`src/include/ppofc_pkg.sv`:
```
/*
  Package for the PWM pin override and fault control stage: register
  offsets, field positions, reset values and mode codes.
  Assumes a 32-bit AXI4-Lite slave with one register per aligned word.
*/
package ppofc_pkg;

  // ----------------------------------------------------------------
  // Register offsets (byte addresses)
  // ----------------------------------------------------------------
  localparam logic [7:0] PPOFC_IO_CONTROL_OFS    = 8'h00; // Pin I/O control
  localparam logic [7:0] PPOFC_FAULT_LIMIT_OFS   = 8'h04; // Fault/limit ctl
  localparam logic [7:0] PPOFC_UNLOCK_OFS        = 8'h08; // Unlock keys
  localparam logic [7:0] PPOFC_STATUS_OFS        = 8'h0C; // Live state

  // ----------------------------------------------------------------
  // Unlock sequence keys
  // ----------------------------------------------------------------
  localparam logic [15:0] PPOFC_UNLOCK_KEY1 = 16'hABCD; // First key
  localparam logic [15:0] PPOFC_UNLOCK_KEY2 = 16'h4321; // Second key

  // ----------------------------------------------------------------
  // Pin I/O control fields
  // ----------------------------------------------------------------
  localparam int PPOFC_HIGH_OWNER_BIT   = 15;
  localparam int PPOFC_LOW_OWNER_BIT    = 14;
  localparam int PPOFC_HIGH_POL_BIT     = 13;
  localparam int PPOFC_LOW_POL_BIT      = 12;
  localparam int PPOFC_PAIR_MODE_LSB    = 10;
  localparam int PPOFC_HIGH_OVR_EN_BIT  = 9;
  localparam int PPOFC_LOW_OVR_EN_BIT   = 8;
  localparam int PPOFC_OVR_VALUE_LSB    = 6;
  localparam int PPOFC_FAULT_VALUE_LSB  = 4;
  localparam int PPOFC_LIMIT_VALUE_LSB  = 2;
  localparam int PPOFC_SWAP_BIT         = 1;
  localparam int PPOFC_OVR_ALIGN_BIT    = 0;
  localparam logic [15:0] PPOFC_IO_CONTROL_RST = 16'hC000;

  // ----------------------------------------------------------------
  // Fault/limit control fields
  // ----------------------------------------------------------------
  localparam int PPOFC_IND_FAULT_BIT    = 15;
  localparam int PPOFC_LIMIT_SRC_LSB    = 10;
  localparam int PPOFC_LIMIT_POL_BIT    = 9;
  localparam int PPOFC_LIMIT_MODE_BIT   = 8;
  localparam int PPOFC_FAULT_SRC_LSB    = 3;
  localparam int PPOFC_FAULT_POL_BIT    = 2;
  localparam int PPOFC_FAULT_MODE_LSB   = 0;
  localparam logic [15:0] PPOFC_FAULT_LIMIT_RST = 16'h00F8;
  localparam logic [4:0]  PPOFC_SRC_RESERVED    = 5'h1E;
  localparam logic [1:0]  PPOFC_FAULT_MODE_OFF  = 2'h3;

  // ----------------------------------------------------------------
  // Pair output modes
  // ----------------------------------------------------------------
  typedef enum logic [1:0] {
    PPOFC_MODE_COMPL   = 2'h0,
    PPOFC_MODE_REDUND  = 2'h1,
    PPOFC_MODE_PUSH    = 2'h2,
    PPOFC_MODE_INDEP   = 2'h3
  } ppofc_mode_type;

  // AXI response codes
  localparam logic [1:0] PPOFC_RESP_OKAY   = 2'h0;
  localparam logic [1:0] PPOFC_RESP_SLVERR = 2'h2;

endpackage : ppofc_pkg

```
`src/verilog/ppofc_pin_ctrl.sv`:
```
/*
  Output-pin control stage of one PWM generator: pin ownership,
  polarity, pair mode, override, fault and current-limit forcing, with
  both control registers on an AXI4-Lite slave and a write lock on the pin I/O control register.
  Assumes the generator waveform, period strobe, fault and limit source
  vectors and the module enable are synchronous to clk_i.
*/
`timescale 1ns/100ps

module ppofc_pin_ctrl
  import ppofc_pkg::*;
#(
  parameter int NUM_SRC = 32                   // Fault/limit sources
) (
  input  wire logic               clk_i,       // 200 MHz clock
  input  wire logic               rst_b_i,     // Sync reset, active low
  // AXI4-Lite slave
  input  wire logic [7:0]         s_axi_awaddr,  // Write address
  input  wire logic               s_axi_awvalid, // Write address valid
  output logic                    s_axi_awready, // Write address ready
  input  wire logic [31:0]        s_axi_wdata,   // Write data
  input  wire logic [3:0]         s_axi_wstrb,   // Byte enables
  input  wire logic               s_axi_wvalid,  // Write data valid
  output logic                    s_axi_wready,  // Write data ready
  output logic [1:0]              s_axi_bresp,   // Write response
  output logic                    s_axi_bvalid,  // Write response valid
  input  wire logic               s_axi_bready,  // Write response ready
  input  wire logic [7:0]         s_axi_araddr,  // Read address
  input  wire logic               s_axi_arvalid, // Read address valid
  output logic                    s_axi_arready, // Read address ready
  output logic [31:0]             s_axi_rdata,   // Read data
  output logic [1:0]              s_axi_rresp,   // Read response
  output logic                    s_axi_rvalid,  // Read data valid
  input  wire logic               s_axi_rready,  // Read data ready
  // Generator and system side
  input  wire logic               write_lock_config_i, // Lock strap
  input  wire logic               module_enable_i, // Module running
  input  wire logic               pwm_wave_i,    // Generator waveform
  input  wire logic               pwm_wave_low_i, // Independent low wave
  input  wire logic               period_start_i, // Period boundary pulse
  input  wire logic [NUM_SRC-1:0] fault_sources_i, // Fault inputs
  input  wire logic [NUM_SRC-1:0] limit_sources_i, // Limit inputs
  input  wire logic               gpio_high_i,   // GPIO value, high pin
  input  wire logic               gpio_low_i,    // GPIO value, low pin
  // Pins
  output logic                    high_output_pin_o, // High pin
  output logic                    low_output_pin_o   // Low pin
);

  // ----------------------------------------------------------------
  // State
  // ----------------------------------------------------------------
  logic [15:0] io_ctl_reg, io_ctl_next;      // Pin I/O control
  logic [15:0] fl_ctl_reg, fl_ctl_next;      // Fault/limit control
  logic [1:0]  unlock_reg, unlock_next;      // Unlock sequence stage
  logic        aw_got_reg, aw_got_next;      // Address captured
  logic        w_got_reg, w_got_next;        // Data captured
  logic [7:0]  aw_addr_reg, aw_addr_next;    // Captured address
  logic [31:0] w_data_reg, w_data_next;      // Captured data
  logic [3:0]  w_strb_reg, w_strb_next;      // Captured strobes
  logic        bvalid_reg, bvalid_next;      // Write response pending
  logic [1:0]  bresp_reg, bresp_next;        // Write response code
  logic        rvalid_reg, rvalid_next;      // Read data pending
  logic [31:0] rdata_reg, rdata_next;        // Read data
  logic [1:0]  rresp_reg, rresp_next;        // Read response code
  logic        push_sel_reg, push_sel_next;  // Push-pull pin in turn
  logic        high_pin_reg, high_pin_next;  // High pin flop
  logic        low_pin_reg, low_pin_next;    // Low pin flop
  logic [1:0]  ovr_shadow_reg, ovr_shadow_next; // Aligned override data
  logic [1:0]  ovr_en_shadow_reg, ovr_en_shadow_next; // Aligned enables

  // ----------------------------------------------------------------
  // Helper functions
  // ----------------------------------------------------------------
  // Merge a 32-bit write into a 16-bit register under byte enables
  function automatic logic [15:0] merge16(input logic [15:0] old_v,
                                          input logic [31:0] data,
                                          input logic [3:0]  strb);
    logic [15:0] res;
    res = old_v;
    if (strb[0]) begin
      res[7:0] = data[7:0];
    end
    if (strb[1]) begin
      res[15:8] = data[15:8];
    end
    return res;
  endfunction : merge16

  // Choose the driven value of one pin in priority order
  function automatic logic pick_pin(input logic fault_on, input logic fv,
                                    input logic limit_on, input logic lv,
                                    input logic ovr_on, input logic ov,
                                    input logic wave, input logic pol);
    logic v;
    v = wave;
    if (fault_on) begin
      v = fv;
    end else if (limit_on) begin
      v = lv;
    end else if (ovr_on) begin
      v = ov;
    end
    return v ^ pol;
  endfunction : pick_pin

  // ----------------------------------------------------------------
  // Field views
  // ----------------------------------------------------------------
  ppofc_mode_type pair_output_mode;            // Pair mode
  logic fault_active;                          // Selected fault live
  logic limit_active;                          // Selected limit live
  logic fault_force;                           // Fault forcing pins
  logic limit_force;                           // Limit forcing pins
  logic independent_fault_enable;              // Independent fault mode

  assign pair_output_mode = ppofc_mode_type'(
    io_ctl_reg[PPOFC_PAIR_MODE_LSB +: 2]);
  assign independent_fault_enable = fl_ctl_reg[PPOFC_IND_FAULT_BIT];

  // Fault source with its polarity
  ppofc_source_select #(.NUM_SRC(NUM_SRC)) u_fault_sel (
    .sources_i    (fault_sources_i),
    .select_i     (fl_ctl_reg[PPOFC_FAULT_SRC_LSB +: 5]),
    .active_low_i (fl_ctl_reg[PPOFC_FAULT_POL_BIT]),
    .reserved_i   (PPOFC_SRC_RESERVED),
    .active_o     (fault_active)
  );

  // Limit source with its polarity
  ppofc_source_select #(.NUM_SRC(NUM_SRC)) u_limit_sel (
    .sources_i    (limit_sources_i),
    .select_i     (fl_ctl_reg[PPOFC_LIMIT_SRC_LSB +: 5]),
    .active_low_i (fl_ctl_reg[PPOFC_LIMIT_POL_BIT]),
    .reserved_i   (PPOFC_SRC_RESERVED),
    .active_o     (limit_active)
  );

  // Fault mode code 3 is off; other codes force the pins
  assign fault_force = fault_active &&
    (fl_ctl_reg[PPOFC_FAULT_MODE_LSB +: 2] != PPOFC_FAULT_MODE_OFF);
  assign limit_force = limit_active && fl_ctl_reg[PPOFC_LIMIT_MODE_BIT];

  // ----------------------------------------------------------------
  // AXI4-Lite slave and register writes
  // ----------------------------------------------------------------
  // Address and data are taken in either order; one write at a time
  always_comb begin
    logic        locked;
    logic [15:0] wd16;
    locked       = 1'b0;
    wd16         = 16'h0000;
    io_ctl_next  = io_ctl_reg;
    fl_ctl_next  = fl_ctl_reg;
    unlock_next  = unlock_reg;
    aw_got_next  = aw_got_reg;
    w_got_next   = w_got_reg;
    aw_addr_next = aw_addr_reg;
    w_data_next  = w_data_reg;
    w_strb_next  = w_strb_reg;
    bvalid_next  = bvalid_reg;
    bresp_next   = bresp_reg;
    if (s_axi_awvalid && s_axi_awready) begin
      aw_got_next  = 1'b1;
      aw_addr_next = s_axi_awaddr;
    end
    if (s_axi_wvalid && s_axi_wready) begin
      w_got_next  = 1'b1;
      w_data_next = s_axi_wdata;
      w_strb_next = s_axi_wstrb;
    end
    if (bvalid_reg && s_axi_bready) begin
      bvalid_next = 1'b0;
    end
    // Perform the write once both halves are held and no response waits
    if (aw_got_reg && w_got_reg && !bvalid_reg) begin
      aw_got_next = 1'b0;
      w_got_next  = 1'b0;
      bvalid_next = 1'b1;
      bresp_next  = PPOFC_RESP_OKAY;
      wd16        = w_data_reg[15:0];
      // Lock strap checked each write so it may change with config
      locked      = write_lock_config_i && (unlock_reg != 2'h2);
      case (aw_addr_reg)
        PPOFC_IO_CONTROL_OFS: begin
          if (!locked) begin
            io_ctl_next = merge16(io_ctl_reg, w_data_reg, w_strb_reg);
          end
          unlock_next = 2'h0;    // One unlock covers one write
        end
        PPOFC_FAULT_LIMIT_OFS: begin
          fl_ctl_next = merge16(fl_ctl_reg, w_data_reg, w_strb_reg);
        end
        PPOFC_UNLOCK_OFS: begin
          // Two keys in order arm the next control write
          if (wd16 == PPOFC_UNLOCK_KEY1) begin
            unlock_next = 2'h1;
          end else if (wd16 == PPOFC_UNLOCK_KEY2 && unlock_reg == 2'h1) begin
            unlock_next = 2'h2;
          end else begin
            unlock_next = 2'h0;
          end
        end
        PPOFC_STATUS_OFS: begin
          // Read-only; write is accepted and dropped
        end
        default: begin
          bresp_next = PPOFC_RESP_SLVERR;
        end
      endcase
    end
  end

  // Ready while the half is not yet held
  assign s_axi_awready = !aw_got_reg;
  assign s_axi_wready  = !w_got_reg;
  assign s_axi_bvalid  = bvalid_reg;
  assign s_axi_bresp   = bresp_reg;

  // Reads answer one cycle after the address is taken
  always_comb begin
    rvalid_next = rvalid_reg;
    rdata_next  = rdata_reg;
    rresp_next  = rresp_reg;
    if (rvalid_reg && s_axi_rready) begin
      rvalid_next = 1'b0;
    end
    if (s_axi_arvalid && s_axi_arready) begin
      rvalid_next = 1'b1;
      rresp_next  = PPOFC_RESP_OKAY;
      case (s_axi_araddr)
        PPOFC_IO_CONTROL_OFS:  rdata_next = {16'h0000, io_ctl_reg};
        PPOFC_FAULT_LIMIT_OFS: rdata_next = {16'h0000, fl_ctl_reg};
        PPOFC_UNLOCK_OFS:      rdata_next = {30'h0, unlock_reg};
        PPOFC_STATUS_OFS: begin
          rdata_next = {26'h0, push_sel_reg, limit_force,
                        fault_force, limit_active, fault_active,
                        independent_fault_enable};
        end
        default: begin
          rdata_next = 32'h00000000;
          rresp_next = PPOFC_RESP_SLVERR;
        end
      endcase
    end
  end

  assign s_axi_arready = !rvalid_reg;
  assign s_axi_rvalid  = rvalid_reg;
  assign s_axi_rdata   = rdata_reg;
  assign s_axi_rresp   = rresp_reg;

  // ----------------------------------------------------------------
  // Pin datapath
  // ----------------------------------------------------------------
  // Source waveforms from the pair mode, then forcing, then polarity.
  // Pair mode is sampled live; changing it while enabled glitches pins.
  always_comb begin
    logic wave_h;
    logic wave_l;
    logic ovr_h;
    logic ovr_l;
    wave_h = pwm_wave_i;
    wave_l = ~pwm_wave_i;
    ovr_h = io_ctl_reg[PPOFC_OVR_ALIGN_BIT] ? ovr_en_shadow_reg[1]
                                           : io_ctl_reg[PPOFC_HIGH_OVR_EN_BIT];
    ovr_l = io_ctl_reg[PPOFC_OVR_ALIGN_BIT] ? ovr_en_shadow_reg[0]
                                           : io_ctl_reg[PPOFC_LOW_OVR_EN_BIT];
    push_sel_next = push_sel_reg;
    if (period_start_i) begin
      push_sel_next = ~push_sel_reg;
    end
    case (pair_output_mode)
      PPOFC_MODE_COMPL: begin
        wave_l = ~pwm_wave_i;
      end
      PPOFC_MODE_REDUND: begin
        wave_l = pwm_wave_i;
      end
      PPOFC_MODE_PUSH: begin
        wave_h = pwm_wave_i & ~push_sel_reg;
        wave_l = pwm_wave_i & push_sel_reg;
      end
      PPOFC_MODE_INDEP: begin
        wave_l = pwm_wave_low_i;
      end
      default: begin
        wave_l = ~pwm_wave_i;
      end
    endcase
    // Override may be aligned to the period boundary
    ovr_shadow_next    = ovr_shadow_reg;
    ovr_en_shadow_next = ovr_en_shadow_reg;
    if (!io_ctl_reg[PPOFC_OVR_ALIGN_BIT] || period_start_i) begin
      ovr_shadow_next    = io_ctl_reg[PPOFC_OVR_VALUE_LSB +: 2];
      ovr_en_shadow_next = {io_ctl_reg[PPOFC_HIGH_OVR_EN_BIT],
                            io_ctl_reg[PPOFC_LOW_OVR_EN_BIT]};
    end
    // Fault forcing hits both pins
    high_pin_next = pick_pin(fault_force,
      io_ctl_reg[PPOFC_FAULT_VALUE_LSB + 1], limit_force,
      io_ctl_reg[PPOFC_LIMIT_VALUE_LSB + 1], ovr_h,
      io_ctl_reg[PPOFC_OVR_ALIGN_BIT] ? ovr_shadow_reg[1]
                                      : io_ctl_reg[PPOFC_OVR_VALUE_LSB + 1],
      wave_h, io_ctl_reg[PPOFC_HIGH_POL_BIT]);
    low_pin_next = pick_pin(fault_force,
      io_ctl_reg[PPOFC_FAULT_VALUE_LSB], limit_force,
      io_ctl_reg[PPOFC_LIMIT_VALUE_LSB], ovr_l,
      io_ctl_reg[PPOFC_OVR_ALIGN_BIT] ? ovr_shadow_reg[0]
                                      : io_ctl_reg[PPOFC_OVR_VALUE_LSB],
      wave_l, io_ctl_reg[PPOFC_LOW_POL_BIT]);
    // GPIO takes a pin the generator does not own
    if (!io_ctl_reg[PPOFC_HIGH_OWNER_BIT]) begin
      high_pin_next = gpio_high_i;
    end
    if (!io_ctl_reg[PPOFC_LOW_OWNER_BIT]) begin
      low_pin_next = gpio_low_i;
    end
  end

  assign high_output_pin_o = high_pin_reg;
  assign low_output_pin_o  = low_pin_reg;

  // ----------------------------------------------------------------
  // Registers
  // ----------------------------------------------------------------
  // Synchronous reset; all control state to documented values
  always_ff @(posedge clk_i) begin
    if (!rst_b_i) begin
      io_ctl_reg        <= PPOFC_IO_CONTROL_RST;
      fl_ctl_reg        <= PPOFC_FAULT_LIMIT_RST;
      unlock_reg        <= 2'h0;
      aw_got_reg        <= 1'b0;
      w_got_reg         <= 1'b0;
      aw_addr_reg       <= 8'h00;
      w_data_reg        <= 32'h00000000;
      w_strb_reg        <= 4'h0;
      bvalid_reg        <= 1'b0;
      bresp_reg         <= PPOFC_RESP_OKAY;
      rvalid_reg        <= 1'b0;
      rdata_reg         <= 32'h00000000;
      rresp_reg         <= PPOFC_RESP_OKAY;
      push_sel_reg      <= 1'b0;
      high_pin_reg      <= 1'b0;
      low_pin_reg       <= 1'b0;
      ovr_shadow_reg    <= 2'h0;
      ovr_en_shadow_reg <= 2'h0;
    end else begin
      io_ctl_reg        <= io_ctl_next;
      fl_ctl_reg        <= fl_ctl_next;
      unlock_reg        <= unlock_next;
      aw_got_reg        <= aw_got_next;
      w_got_reg         <= w_got_next;
      aw_addr_reg       <= aw_addr_next;
      w_data_reg        <= w_data_next;
      w_strb_reg        <= w_strb_next;
      bvalid_reg        <= bvalid_next;
      bresp_reg         <= bresp_next;
      rvalid_reg        <= rvalid_next;
      rdata_reg         <= rdata_next;
      rresp_reg         <= rresp_next;
      push_sel_reg      <= push_sel_next;
      high_pin_reg      <= high_pin_next;
      low_pin_reg       <= low_pin_next;
      ovr_shadow_reg    <= ovr_shadow_next;
      ovr_en_shadow_reg <= ovr_en_shadow_next;
    end
  end

endmodule : ppofc_pin_ctrl

```
`src/verilog/ppofc_source_select.sv`:
```
/*
  Picks one control signal out of a source vector by a five-bit code,
  applies polarity and holds the output low when the code names no valid source.
  Assumes sources are synchronous to the block clock.
*/
`timescale 1ns/100ps
module ppofc_source_select #(
  parameter int NUM_SRC = 32                  // Width of source vector
) (
  input  wire logic [NUM_SRC-1:0] sources_i,  // Candidate signals
  input  wire logic [4:0]         select_i,   // Source code
  input  wire logic               active_low_i, // Polarity
  input  wire logic [4:0]         reserved_i, // Code with no source
  output logic                    active_o    // Selected, polarity fixed
);

  // ----------------------------------------------------------------
  // Selection
  // ----------------------------------------------------------------
  // Reserved or out-of-range codes never assert
  always_comb begin
    if (select_i == reserved_i || int'(select_i) >= NUM_SRC) begin
      active_o = 1'b0;
    end else begin
      active_o = sources_i[select_i] ^ active_low_i;
    end
  end

endmodule : ppofc_source_select
```
`config.mk`:
```
export PLATFORM = sky130hd
export DESIGN_NAME = ppofc_pin_ctrl
export DESIGN_NICKNAME = d
export VERILOG_FILES = /design/src/include/ppofc_pkg.sv /design/src/verilog/ppofc_pin_ctrl.sv /design/src/verilog/ppofc_source_select.sv
export SDC_FILE = /design/constraint.sdc
export NUM_CORES = 1
export LEC_CHECK = 0
export BUFFER_PORTS_ARGS = -buffer_cell sky130_fd_sc_hd__buf_2
export CAP_MARGIN = 10
export CORE_MARGIN = 2
export CORE_UTILIZATION = 51
export CTS_CLUSTER_SIZE = 30
export DETAILED_ROUTE_END_ITERATION = 6
export PLACE_DENSITY = 0.82
export SYNTH_ARGS = -nofsm -noshare
export SYNTH_HDL_FRONTEND = slang
export SYNTH_SLANG_ARGS = --single-unit
```
`constraint.sdc`:
```
create_clock -name clk_i -period 5.4 [get_ports clk_i]
set_input_delay 0 -clock clk_i [delete_from_list [all_inputs] [get_ports clk_i]]
set_output_delay 0 -clock clk_i [all_outputs]
set_load 0.005 [all_outputs]
```
==> implementation parameters, run 1 <==
Parameter                              Value

Clock network
  Number of cells upsized or downsized after cts    0
  Clock latency on the worst-skew pair    370 ps
  Number of buffers on the longest clock path    2
  H-tree depth reported by CTS    3
  Number of CTS-inserted buffers    9
  CTS tree    yes
  Clock edge transition at the registers on the reported setup and hold paths    80 ps
  Clock sink count    89
  Library cell used as clock root buffer    sky130_fd_sc_hd__clkbuf_8

Finish
  Area grow syn2layout    25.6%
  Net total in the final layout    808
  Finished Layout Cells    791
  Ratio of cells with drive above 1 in the final layout    25.5%
  Post-route cell area    0.00584 mm²
  Utilization of the core after routing    66.6%
  Number of inserted diodes    0

Flow run
  Reported max-cap violation count    0

Route
  First DRT Iteration DRCs    261
  Drt via density    5.40
  Post-detailed-route count of antenna-violating nets    0
  Via count    4270
  Routed WL    12.0 mm
  Remaining DRCs    0
  Number of search-and-repair iterations in the first detailed-routing pass    4
  Wirelength per Cell    15.2 µm

Power and ir drop
  Portion of total power attributed to combinational logic    12.5%
  Internal power    0.955 mW
  Switching portion of total power    25.1%
  Total Power    1.28 mW
  Worst voltage drop across the vdd grid    133 µV
  Switching power    0.321 mW
  Lkg Pwr    2.52 nW
  Proportion of power drawn by flip-flops and latches    54.3%
  PD cells    219 mW/mm²
  Share of power burned in the clock network    33.2%

Synthesis
  Post-synth EDFFs    0
  Cell taking the most area after synthesis    sky130_fd_sc_hd__dfxtp_1
  Post-Synthesis Cells    526
  Netlist cell types    47
  Flip-flop cell with the highest count after synthesis    sky130_fd_sc_hd__dfxtp_1
  Share of the synthesized area in the top cell type    38.3%
  Portion of the post-synthesis area used by sequential elements    38.3%
  Seq cells post-synth    89
  FFs w/ async S/R, synth    0%
  Synthesis warning total    0
  Netlist area before placement    0.00465 mm²
  Top cells by area in the synthesized netlist    sky130_fd_sc_hd__dfxtp_1 38%, sky130_fd_sc_hd__mux2i_1 11%, sky130_fd_sc_hd__nand2_1 7.7%
  Average instance area after synthesis    8.83 µm²

Worst setup path
  Worst-case reg-to-reg path depth    8
  Arrival time reported for the critical path endpoint    3380 ps
  Maximum fanout count along the critical path    16
  Required time of the critical path    5660 ps
  Endpoint class of the critical path    flip-flop
  Launching element type of the critical path    flip-flop
  Critical path class    reg -> reg

STA
  Fin Clk Skew    11.8 ps
  Summed negative setup slack over all endpoints    0 ps
  Relative max-transition margin    28.5%
  Highest Clock Rate    320 MHz
  Final count of pins violating max slew    0
  WHS    127 ps
  Final Hold Violating Endpoints    0
  Transition at the pin with the smallest max-transition slack    1070 ps
  Setup-violating endpoint count in the final report    0
  Setup repair after global routing missed its margin    no
  Final period demand of the worst path    3120 ps
  Final worst-path setup slack    2280 ps
  Fraction of the cycle the final worst path needs    57.8%

Floorplan
  Core outline area    0.00876 mm²
  Number of top-level pins    173
  Die Outline Area    0.00989 mm²
  Row count    34
  Die H    99.5 µm
  Initial cell density of the core    53.0%
  Die Width    99.5 µm

Hold path
  Cell count of the worst hold path    2
  Worst hold path type    in -> reg

Global route
  Global-route wire length before repair    19.5 mm
  Grt ovf    0
  Number of antenna violations at the first check in global routing    0
  Total global routing track utilization    24.2%
  Via count of the first global-routing pass    4264
  Pin count of the biggest net entering global routing    89

Placed design
  Placed cell areas    0.00527 mm²
  DP Cell Count    738
  Sum of net half-perimeters after detailed placement    8.62 mm
  Placer Congestion    0.849
  Pre-CTS setup slack    2260 ps
  # port buffers    135

Outcome
  Run status    completed
==> path summary, 6_finish.rpt <==
kind | slack, ps | start | to
worst max-delay path | 2280 | fl_ctl_reg[11] | low_output_pin_o
worst min-delay path | 130 | rst_b_i | io_ctl_reg[14]
worst max register to register | 2280 | fl_ctl_reg[11] | low_output_pin_o
worst min register to register | 470 | s_axi_rdata[0] | s_axi_rdata[0]
==> power groups by stage <==
stage,sequential (mW),combinational [mW],clock [mW]
3_3_place_gp,0.707,0.130,0
2_1_floorplan,0.699,0.0905,0
4_1_cts,0.693,0.156,0.430
6_report,0.693,0.159,0.423
5_1_grt,0.696,0.176,0.456
3_5_place_dp,0.708,0.136,0
==> worst max-delay path, cell delays in order, from the launching register on <==
cell and delay, ps:
sky130_fd_sc_hd__dfxtp_1 880, sky130_fd_sc_hd__mux4_2 580, sky130_fd_sc_hd__nand2b_1 160, sky130_fd_sc_hd__nand4b_1 100, sky130_fd_sc_hd__and4_1 320, sky130_fd_sc_hd__mux2i_1 360, sky130_fd_sc_hd__o211ai_1 170, sky130_fd_sc_hd__and3_1 180
sky130_fd_sc_hd__o31a_1 260
==> cell type report <==
class                      count  area [µm²]
multi-input combinational    399        2650
sequential                    89        1780
clock inverter                 4        27.5
clock buffer                  12         155
inverter                       7        26.3
timing repair buffer         172        1060
fill                         715        2930
tap                          108         135
==> Yosys cell counts, types with 3 or more instances <==
cell / number
sky130_fd_sc_hd__o21ai_0: 21
sky130_fd_sc_hd__a21boi_0: 35
sky130_fd_sc_hd__mux2_2: 3
sky130_fd_sc_hd__nor3_1: 4
sky130_fd_sc_hd__and2_1: 13
sky130_fd_sc_hd__nand3_1: 33
sky130_fd_sc_hd__nand4_1: 5
sky130_fd_sc_hd__clkbuf_1: 26
sky130_fd_sc_hd__inv_1: 7
sky130_fd_sc_hd__nor2_1: 12
sky130_fd_sc_hd__dfxtp_1: 89
sky130_fd_sc_hd__mux4_2: 14
sky130_fd_sc_hd__or2_2: 3
sky130_fd_sc_hd__nor2b_1: 34
sky130_fd_sc_hd__buf_4: 19
sky130_fd_sc_hd__nand2_1: 95
sky130_fd_sc_hd__mux2i_1: 51
sky130_fd_sc_hd__o211ai_1: 5
sky130_fd_sc_hd__nand2b_1: 8
sky130_fd_sc_hd__or4_1: 3
sky130_fd_sc_hd__a22oi_1: 6
sky130_fd_sc_hd__a21oi_1: 7
==> per-layer routing <==
metal | vias to the layer above | GRT usage, % | wire, µm
li1 | 2105 | - | -
met1 | 1981 | 28.8 | 4920
met2 | 153 | 42.9 | 6090
met3 | 31 | 6.75 | 741
met4 | 0 | 6.74 | 258
met5 | - | 0 | 0
==> cell usage in the layout (no fill, tap or decap), types with 2 or more instances in the layout <==
cell type,count
sky130_fd_sc_hd__dlygate4sd3_1,36
sky130_fd_sc_hd__o211ai_1,5
sky130_fd_sc_hd__inv_1,7
sky130_fd_sc_hd__nand2_1,95
sky130_fd_sc_hd__a31oi_1,2
sky130_fd_sc_hd__nand4_1,5
sky130_fd_sc_hd__nand2b_1,8
sky130_fd_sc_hd__mux2i_1,51
sky130_fd_sc_hd__or4_1,3
sky130_fd_sc_hd__o22ai_1,2
sky130_fd_sc_hd__nor2_1,12
sky130_fd_sc_hd__nand3b_1,2
sky130_fd_sc_hd__o21a_1,2
sky130_fd_sc_hd__mux4_2,14
sky130_fd_sc_hd__a21oi_1,7
sky130_fd_sc_hd__xor2_1,2
sky130_fd_sc_hd__and3_1,2
sky130_fd_sc_hd__clkbuf_8,11
sky130_fd_sc_hd__buf_2,135
sky130_fd_sc_hd__nand3_1,33
sky130_fd_sc_hd__and2_1,13
sky130_fd_sc_hd__a22oi_1,6
sky130_fd_sc_hd__mux2_2,3
sky130_fd_sc_hd__a21boi_0,35
sky130_fd_sc_hd__conb_1,18
sky130_fd_sc_hd__or2_2,3
sky130_fd_sc_hd__o31a_1,2
sky130_fd_sc_hd__o21ai_0,21
sky130_fd_sc_hd__clkinvlp_4,3
sky130_fd_sc_hd__nor3_1,4
sky130_fd_sc_hd__dfxtp_1,89
sky130_fd_sc_hd__nor2b_1,34
==> cells by family after synthesis <==
logic type                Yosys count  synth area share [%]
DFF                                89                  38.3
other                               1                0.0807
and+or+nand+nor                   223                  23.9
muxes                              68                  18.5
buffers and inverters              55                  6.03
AOI/OAI and AO/OA                  87                  12.6
xor gates and xnor gates            3                 0.566
==> repair_timing <==
action	4_1_cts	5_1_grt
hold buffers	36	0
setup buffers	0	0
endpoints found under the hold margin	34	0
(Power assumes the default switching activity.)
==> run 2: changes to the inputs <==
- CORE_UTILIZATION: 51 -> 50
- PLACE_DENSITY: 0.82 -> 0.81
- clock period: 5.4 -> 3.1 ns (I/O delays scaled with it)
==> run 2 against run 1 <==
- sequential power increased by 75%
- first-iteration DRC count fell by 37%
- combinational power increased by 71%
- critical path depth unchanged
- clock power increased by 73%
- utilization down 2.3 points
- wire length down 4.1%
- fmax rose by 5.3%
- count of clock-buffer cells in the layout decreased by 1
- critical endpoint is now high_output_pin_o
- global-route usage is 0.96 points lower
- flip-flop and latch count did not move
- via count is 2.1% lower
- largest cell class unchanged
==> implementation parameters, run 2 (same netlist as run 1, synthesis figures left out) <==
Parameter                              Value

Finish
  Area grow syn2layout    26.1%
  Sequential cell area    0.00178 mm² (about the same)
  Fillers    766 (+7.1%)
  Most common cell after layout, fill and taps aside    sky130_fd_sc_hd__buf_2
  Area of combinational cells with multiple inputs    0.00265 mm² (unchanged)
  Number of inserted diodes    0 (unchanged)
  Commonest cells after routing, fill and taps aside    135 x sky130_fd_sc_hd__buf_2, 95 x sky130_fd_sc_hd__nand2_1, 88 x sky130_fd_sc_hd__dfxtp_1
  Ratio of cells with drive above 1 in the final layout    26.2% (+0.69 points)
  Utilization of the core after routing    64.3% (-2.3 points)
  Net total in the final layout    813 (+0.62%)
  Post-route cell area    0.00586 mm² (+0.36%)

Route
  Via count    4181 (-2.1%)
  Wirelength per Cell    14.4 µm (-5.1%)
  Number of search-and-repair iterations in the first detailed-routing pass    4 (unchanged)
  First DRT Iteration DRCs    164 (-37%)
  Post-detailed-route count of antenna-violating nets    0 (unchanged)
  Drt via density    5.23 (-3.1%)
  Remaining DRCs    0 (unchanged)
  Routed WL    11.5 mm (-4.1%)

Worst setup path
  Worst-case reg-to-reg path depth    8 (unchanged)
  Maximum fanout count along the critical path    9 (-7)
  Source of the critical timing path    fl_ctl_reg[4]
  Critical path class    reg -> reg
  Worst reg2reg startpoint    fl_ctl_reg[4]
  Arrival time reported for the critical path endpoint    3220 ps (-160 ps)
  Required time of the critical path    3350 ps (-2310 ps)
  Launching element type of the critical path    flip-flop
  Endpoint class of the critical path    flip-flop

Clock network
  Number of buffers on the longest clock path    2 (unchanged)
  Clock sink count    89 (unchanged)
  Clock edge transition at the registers on the reported setup and hold paths    80 ps (about the same)
  H-tree depth reported by CTS    3 (unchanged)
  Number of CTS-inserted buffers    9 (unchanged)
  CTS tree    yes
  Clock latency on the worst-skew pair    360 ps (about the same)
  Library cell used as clock root buffer    sky130_fd_sc_hd__clkbuf_8
  Number of setup buffers added after CTS    0 (unchanged)

Placed design
  # port buffers    135 (unchanged)
  Placed cell areas    0.00532 mm² (+0.93%)
  Sum of net half-perimeters after detailed placement    8.43 mm (-2.2%)
  Placer Congestion    0.858 (+1.0%)

STA
  Final count of pins violating max slew    0 (unchanged)
  Fraction of the cycle the final worst path needs    95.6% (+38 points)
  Relative max-transition margin    26.5% (-1.9 points)
  Transition at the pin with the smallest max-transition slack    1100 ps (+31.5 ps)
  Setup-violating endpoint count in the final report    0 (unchanged)
  Final Hold Violating Endpoints    0 (unchanged)
  Setup repair after global routing missed its margin    no
  Highest Clock Rate    337 MHz (+5.3%)
  Final period demand of the worst path    2960 ps (-157 ps)
  Fin Clk Skew    7.29 ps (-4.48 ps)

Global route
  Global-route wire length before repair    18.8 mm (-3.5%)
  Number of antenna violations at the first check in global routing    0 (unchanged)
  Via count of the first global-routing pass    4065 (-4.7%)
  Grt ovf    0 (unchanged)
  Total global routing track utilization    23.3% (-0.96 points)
  Pin count of the biggest net entering global routing    67 (-25%)

Power and ir drop
  Lkg Pwr    2.53 nW (+0.50%)
  PD cells    378 mW/mm² (+73%)
  Worst voltage drop across the vdd grid    340 µV (+160%)

Floorplan
  Die Outline Area    0.0101 mm² (+1.9%)
  Die H    100 µm (+0.96%)
  Core outline area    0.00911 mm² (+3.9%)
  Row count    35 (+2.9%)
  Number of top-level pins    173 (unchanged)
  Initial cell density of the core    51.0% (-2.0 points)
  Die Width    100 µm (+0.96%)

Flow run
  Reported max-cap violation count    0 (unchanged)

Hold path
  Origin of the worst min-delay path    s_axi_araddr[0]
  Cell count of the worst hold path    4 (+2)
  Worst hold path type    in -> reg

Outcome
  Run status    completed
run 2: worst paths after layout:
| check | slack [ps] | end |
|---|---|---|
| worst max-delay path | 140 | high_output_pin_o |
| worst min register to register | 470 | s_axi_rdata[0] |
| worst min-delay path | 140 | s_axi_rresp[1] |
| worst max register to register | 140 | high_output_pin_o |
run 2: area by class of cell:
class | instances | share of cell area [%]
sequential | 89 | 30.4
inverter | 7 | 0.448
clock buffer | 11 | 2.41
tap | 111 | 2.37
clock inverter | 5 | 0.683
timing repair buffer | 177 | 18.4
multi-input combinational | 399 | 45.2
run 2: metrics by stage:
stage	TNS [ps]	setup slack (ps)	hold WS [ps]	power, mW	std cells
floorplan	0	367	116	1.38	543
global placement	0	103	232	1.46	747
detailed placement	-50.1	-26.6	238	1.47	747
global route	0	36.0	154	2.30	799
CTS	0	145	124	2.22	799
finish	0	135	141	2.21	799
run 2: per-layer routing:
metal | vias up | wire length (µm) | global-route usage [%]
li1 | 2117 | - | -
met1 | 1914 | 5070 | 29.3
met2 | 132 | 5690 | 40.0
met3 | 18 | 585 | 5.01
met4 | 0 | 170 | 6.95
met5 | - | 0 | 0
run 2: timing repair:
item,in CTS,in global routing
hold buffers,36,0
endpoints found under the hold margin,34,0
gates resized for setup,1,0
endpoints found under the setup margin,2,0
run 2: critical path, cell delays in order, from the launching register on:
cell and delay, ps:
sky130_fd_sc_hd__dfxtp_2 500, sky130_fd_sc_hd__mux4_2 530, sky130_fd_sc_hd__mux4_2 490, sky130_fd_sc_hd__mux2i_1 250, sky130_fd_sc_hd__xnor2_1 200, sky130_fd_sc_hd__nand2_2 130
sky130_fd_sc_hd__or2_2 300, sky130_fd_sc_hd__and3_1 190, sky130_fd_sc_hd__o31a_1 270
run 2: power by group:
group	internal, mW	leakage, nW	switching, mW
clock	0.317	0.0822	0.416
sequential	1.17	0.723	0.0350
combinational	0.156	1.72	0.116
==> run 3: changes to the inputs <==
- CELL_PAD_IN_SITES_DETAIL_PLACEMENT: default -> 1
- CELL_PAD_IN_SITES_GLOBAL_PLACEMENT: default -> 1
- CORE_UTILIZATION: 50 -> 36
- PLACE_DENSITY: 0.81 -> 0.8
==> run 3 against run 2 <==
- count of clock-buffer cells in the layout up 1
- combinational power up 3%
- sequential share of layout area down 0.94 points
- critical path depth unchanged
- non-clock buffer count down 1
- critical endpoint unchanged
- highest routed layer unchanged
==> implementation parameters, run 3 (same netlist as run 1, synthesis figures left out) <==
Parameter                              Value

Outcome
  Run status    completed

Flow run
  Reported max-cap violation count    0 (unchanged)

Finish
  Number of inserted diodes    0 (unchanged)
  Fillers    1523 (+99%)
  Net total in the final layout    812 (-0.12%)
  Utilization of the core after routing    47.9% (-16 points)
  Ratio of cells with drive above 1 in the final layout    26.3% (+0.11 points)
  Area grow syn2layout    30.1%
  Most common cell after layout, fill and taps aside    sky130_fd_sc_hd__buf_2
  Commonest cells after routing, fill and taps aside    135 x sky130_fd_sc_hd__buf_2, 95 x sky130_fd_sc_hd__nand2_1, 88 x sky130_fd_sc_hd__dfxtp_1

Global route
  Met3 global-route usage    4.94% (-0.072 points)
  Grt ovf    0 (unchanged)
  Most utilized layer in the global route result    met2
  GRT met1 Usage    23.1% (-6.2 points)
  Pin count of the biggest net entering global routing    62 (-7.5%)
  Global-route wire length before repair    22.8 mm (+21%)
  Met2 usage in global routing    38.2% (-1.8 points)
  Total global routing track utilization    20.4% (-2.9 points)
  Number of antenna violations at the first check in global routing    0 (unchanged)
  Via count of the first global-routing pass    4627 (+14%)

Floorplan
  Row count    41 (+17%)
  Die Width    118 µm (+17%)
  Die Outline Area    0.0138 mm² (+37%)
  Core outline area    0.0126 mm² (+39%)
  Initial cell density of the core    36.8% (-14 points)
  Die H    118 µm (+17%)
  Number of top-level pins    173 (unchanged)

Worst setup path
  Family with the most delay on the worst path    multiplexers
  Most used cell along the critical path    sky130_fd_sc_hd__mux4_2
  Launching element type of the critical path    flip-flop
  Worst setup path end    high_output_pin_o
  Required time of the critical path    3330 ps (-20 ps)
  Number of buffer and inverter stages on the critical path    0 (unchanged)
  Critical path class    reg -> reg
  Worst path max stage delay    550 ps (+20 ps)
  Register-to-register setup slack    170 ps (+30 ps)
  Reg2Reg Capture Point    high_output_pin_o
  Worst-case reg-to-reg path depth    8 (unchanged)
  Library cell contributing the largest single delay on the critical path    sky130_fd_sc_hd__mux4_2
  Endpoint class of the critical path    flip-flop
  Chain of cells forming the critical path    mux4_2 > mux4_2 > mux2i_1 > xnor2_1 > nand2_2 > or2_2 > and3_1 > o31a_1
  Maximum fanout count along the critical path    9 (unchanged)
  Total number of cells along the worst setup path    8 (unchanged)
  Source of the critical timing path    fl_ctl_reg[4]
  Arrival time reported for the critical path endpoint    3160 ps (-60 ps)
  Worst reg2reg startpoint    fl_ctl_reg[4]

STA
  Final period demand of the worst path    2930 ps (-31.2 ps)
  Relative max-transition margin    28.9% (+2.3 points)
  Fraction of the cycle the final worst path needs    94.6% (-1.0 points)
  Fin Clk Skew    4.53 ps (-2.77 ps)
  Setup-violating endpoint count in the final report    0 (unchanged)
  Highest Clock Rate    341 MHz (+1.1%)
  Final Hold Violating Endpoints    0 (unchanged)
  Setup repair after global routing missed its margin    no
  Transition at the pin with the smallest max-transition slack    1060 ps (-35.0 ps)
  Final worst-path setup slack    166 ps (+31.2 ps)
  Final count of pins violating max slew    0 (unchanged)

Clock network
  Number of buffers on the longest clock path    2 (unchanged)
  Clock edge transition at the registers on the reported setup and hold paths    60 ps (-20 ps)
  H-tree depth reported by CTS    3 (unchanged)
  Number of setup buffers added after CTS    0 (unchanged)
  Clock latency on the worst-skew pair    340 ps (-20 ps)
  CTS tree    yes
  Clock sink count    89 (unchanged)
  Number of CTS-inserted buffers    9 (unchanged)
  Library cell used as clock root buffer    sky130_fd_sc_hd__clkbuf_16

Power and ir drop
  PD cells    429 mW/mm² (+14%)
  Lkg Pwr    2.59 nW (+2.4%)
  Worst voltage drop across the vdd grid    358 µV (+5.2%)

Hold path
  Worst hold path type    in -> reg

Route
  Number of search-and-repair iterations in the first detailed-routing pass    4 (unchanged)
  Drt via density    5.00 (-4.4%)
  Via count    4285 (+2.5%)
  Remaining DRCs    0 (unchanged)
  Post-detailed-route count of antenna-violating nets    0 (unchanged)
  Wirelength per Cell    16.2 µm (+12%)
  First DRT Iteration DRCs    138 (-16%)
  Routed WL    13.9 mm (+21%)

Placed design
  Pre-CTS setup slack    -16.8 ps (+9.78 ps)
  # port buffers    135 (unchanged)
  Placer Congestion    0.856 (-0.14%)
  Sum of net half-perimeters after detailed placement    10.4 mm (+23%)
==> run 3: timing repair <==
action,4_1_cts,5_1_grt
hold buffers,34,0
resized for setup,1,0
hold endpoints to repair,32,0
endpoints found under the setup margin,2,0
==> run 3: power breakdown <==
part	internal, mW	leakage [nW]	switching (mW)	total (mW)
logic	0.157	1.72	0.123	0.280
registers	1.17	0.723	0.0355	1.21
clock network	0.681	0.147	0.423	1.10
==> run 3: layout make-up <==
| class | count | area [µm²] | share of cell area (%) |
|---|---|---|---|
| multi-input combinational | 399 | 2650 | 43.8 |
| sequential | 89 | 1780 | 29.5 |
| timing repair buffer | 176 | 1070 | 17.7 |
| clock buffer | 12 | 267 | 4.41 |
| tap | 172 | 215 | 3.56 |
| clock inverter | 2 | 37.5 | 0.621 |
| inverter | 7 | 26.3 | 0.435 |
==> run 3: how the worst min path moves through the flow <==
stage | from | endpoint | depth (start not counted) | slack, ps
floorplan | s_axi_wvalid | w_got_reg | 2 | 120
global route | gpio_low_i | low_output_pin_o | 3 | 40
global placement | s_axi_wvalid | w_got_reg | 3 | 230
finish | period_start_i | push_sel_reg | 3 | 20
CTS | period_start_i | push_sel_reg | 3 | 5
detailed placement | s_axi_wvalid | w_got_reg | 3 | 250
==> run 3: metal layers <==
| layer | wire length, µm | up-vias |
|---|---|---|
| met5 | 0 | - |
| met4 | 169 | 0 |
| met3 | 573 | 19 |
| met2 | 7270 | 99 |
| met1 | 5870 | 2059 |
| li1 | - | 2108 |
==> run 3: worst register-to-register path: cells and delay by family (launching register included) <==
family           cells  cell delay (ps)
AO/OA/AOI/OAI        1              270
XOR/XNOR             1              190
flip-flops           1              490
multiplexers         3             1250
AND/OR/NAND/NOR      3              620
==> run 3: per-stage QoR <==
stage | cells | setup TNS, ps | instance area (µm²) | hold WS, ps | total power [mW]
finish | 857 | 0 | 6050 | 17.1 | 2.59
global route | 857 | 0 | 6050 | 38.9 | 2.70
CTS | 857 | 0 | 6050 | 5.05 | 2.62
detailed placement | 809 | -25.0 | 5400 | 249 | 1.48
global placement | 809 | 0 | 5400 | 233 | 1.47
floorplan | 543 | 0 | 4710 | 116 | 1.38
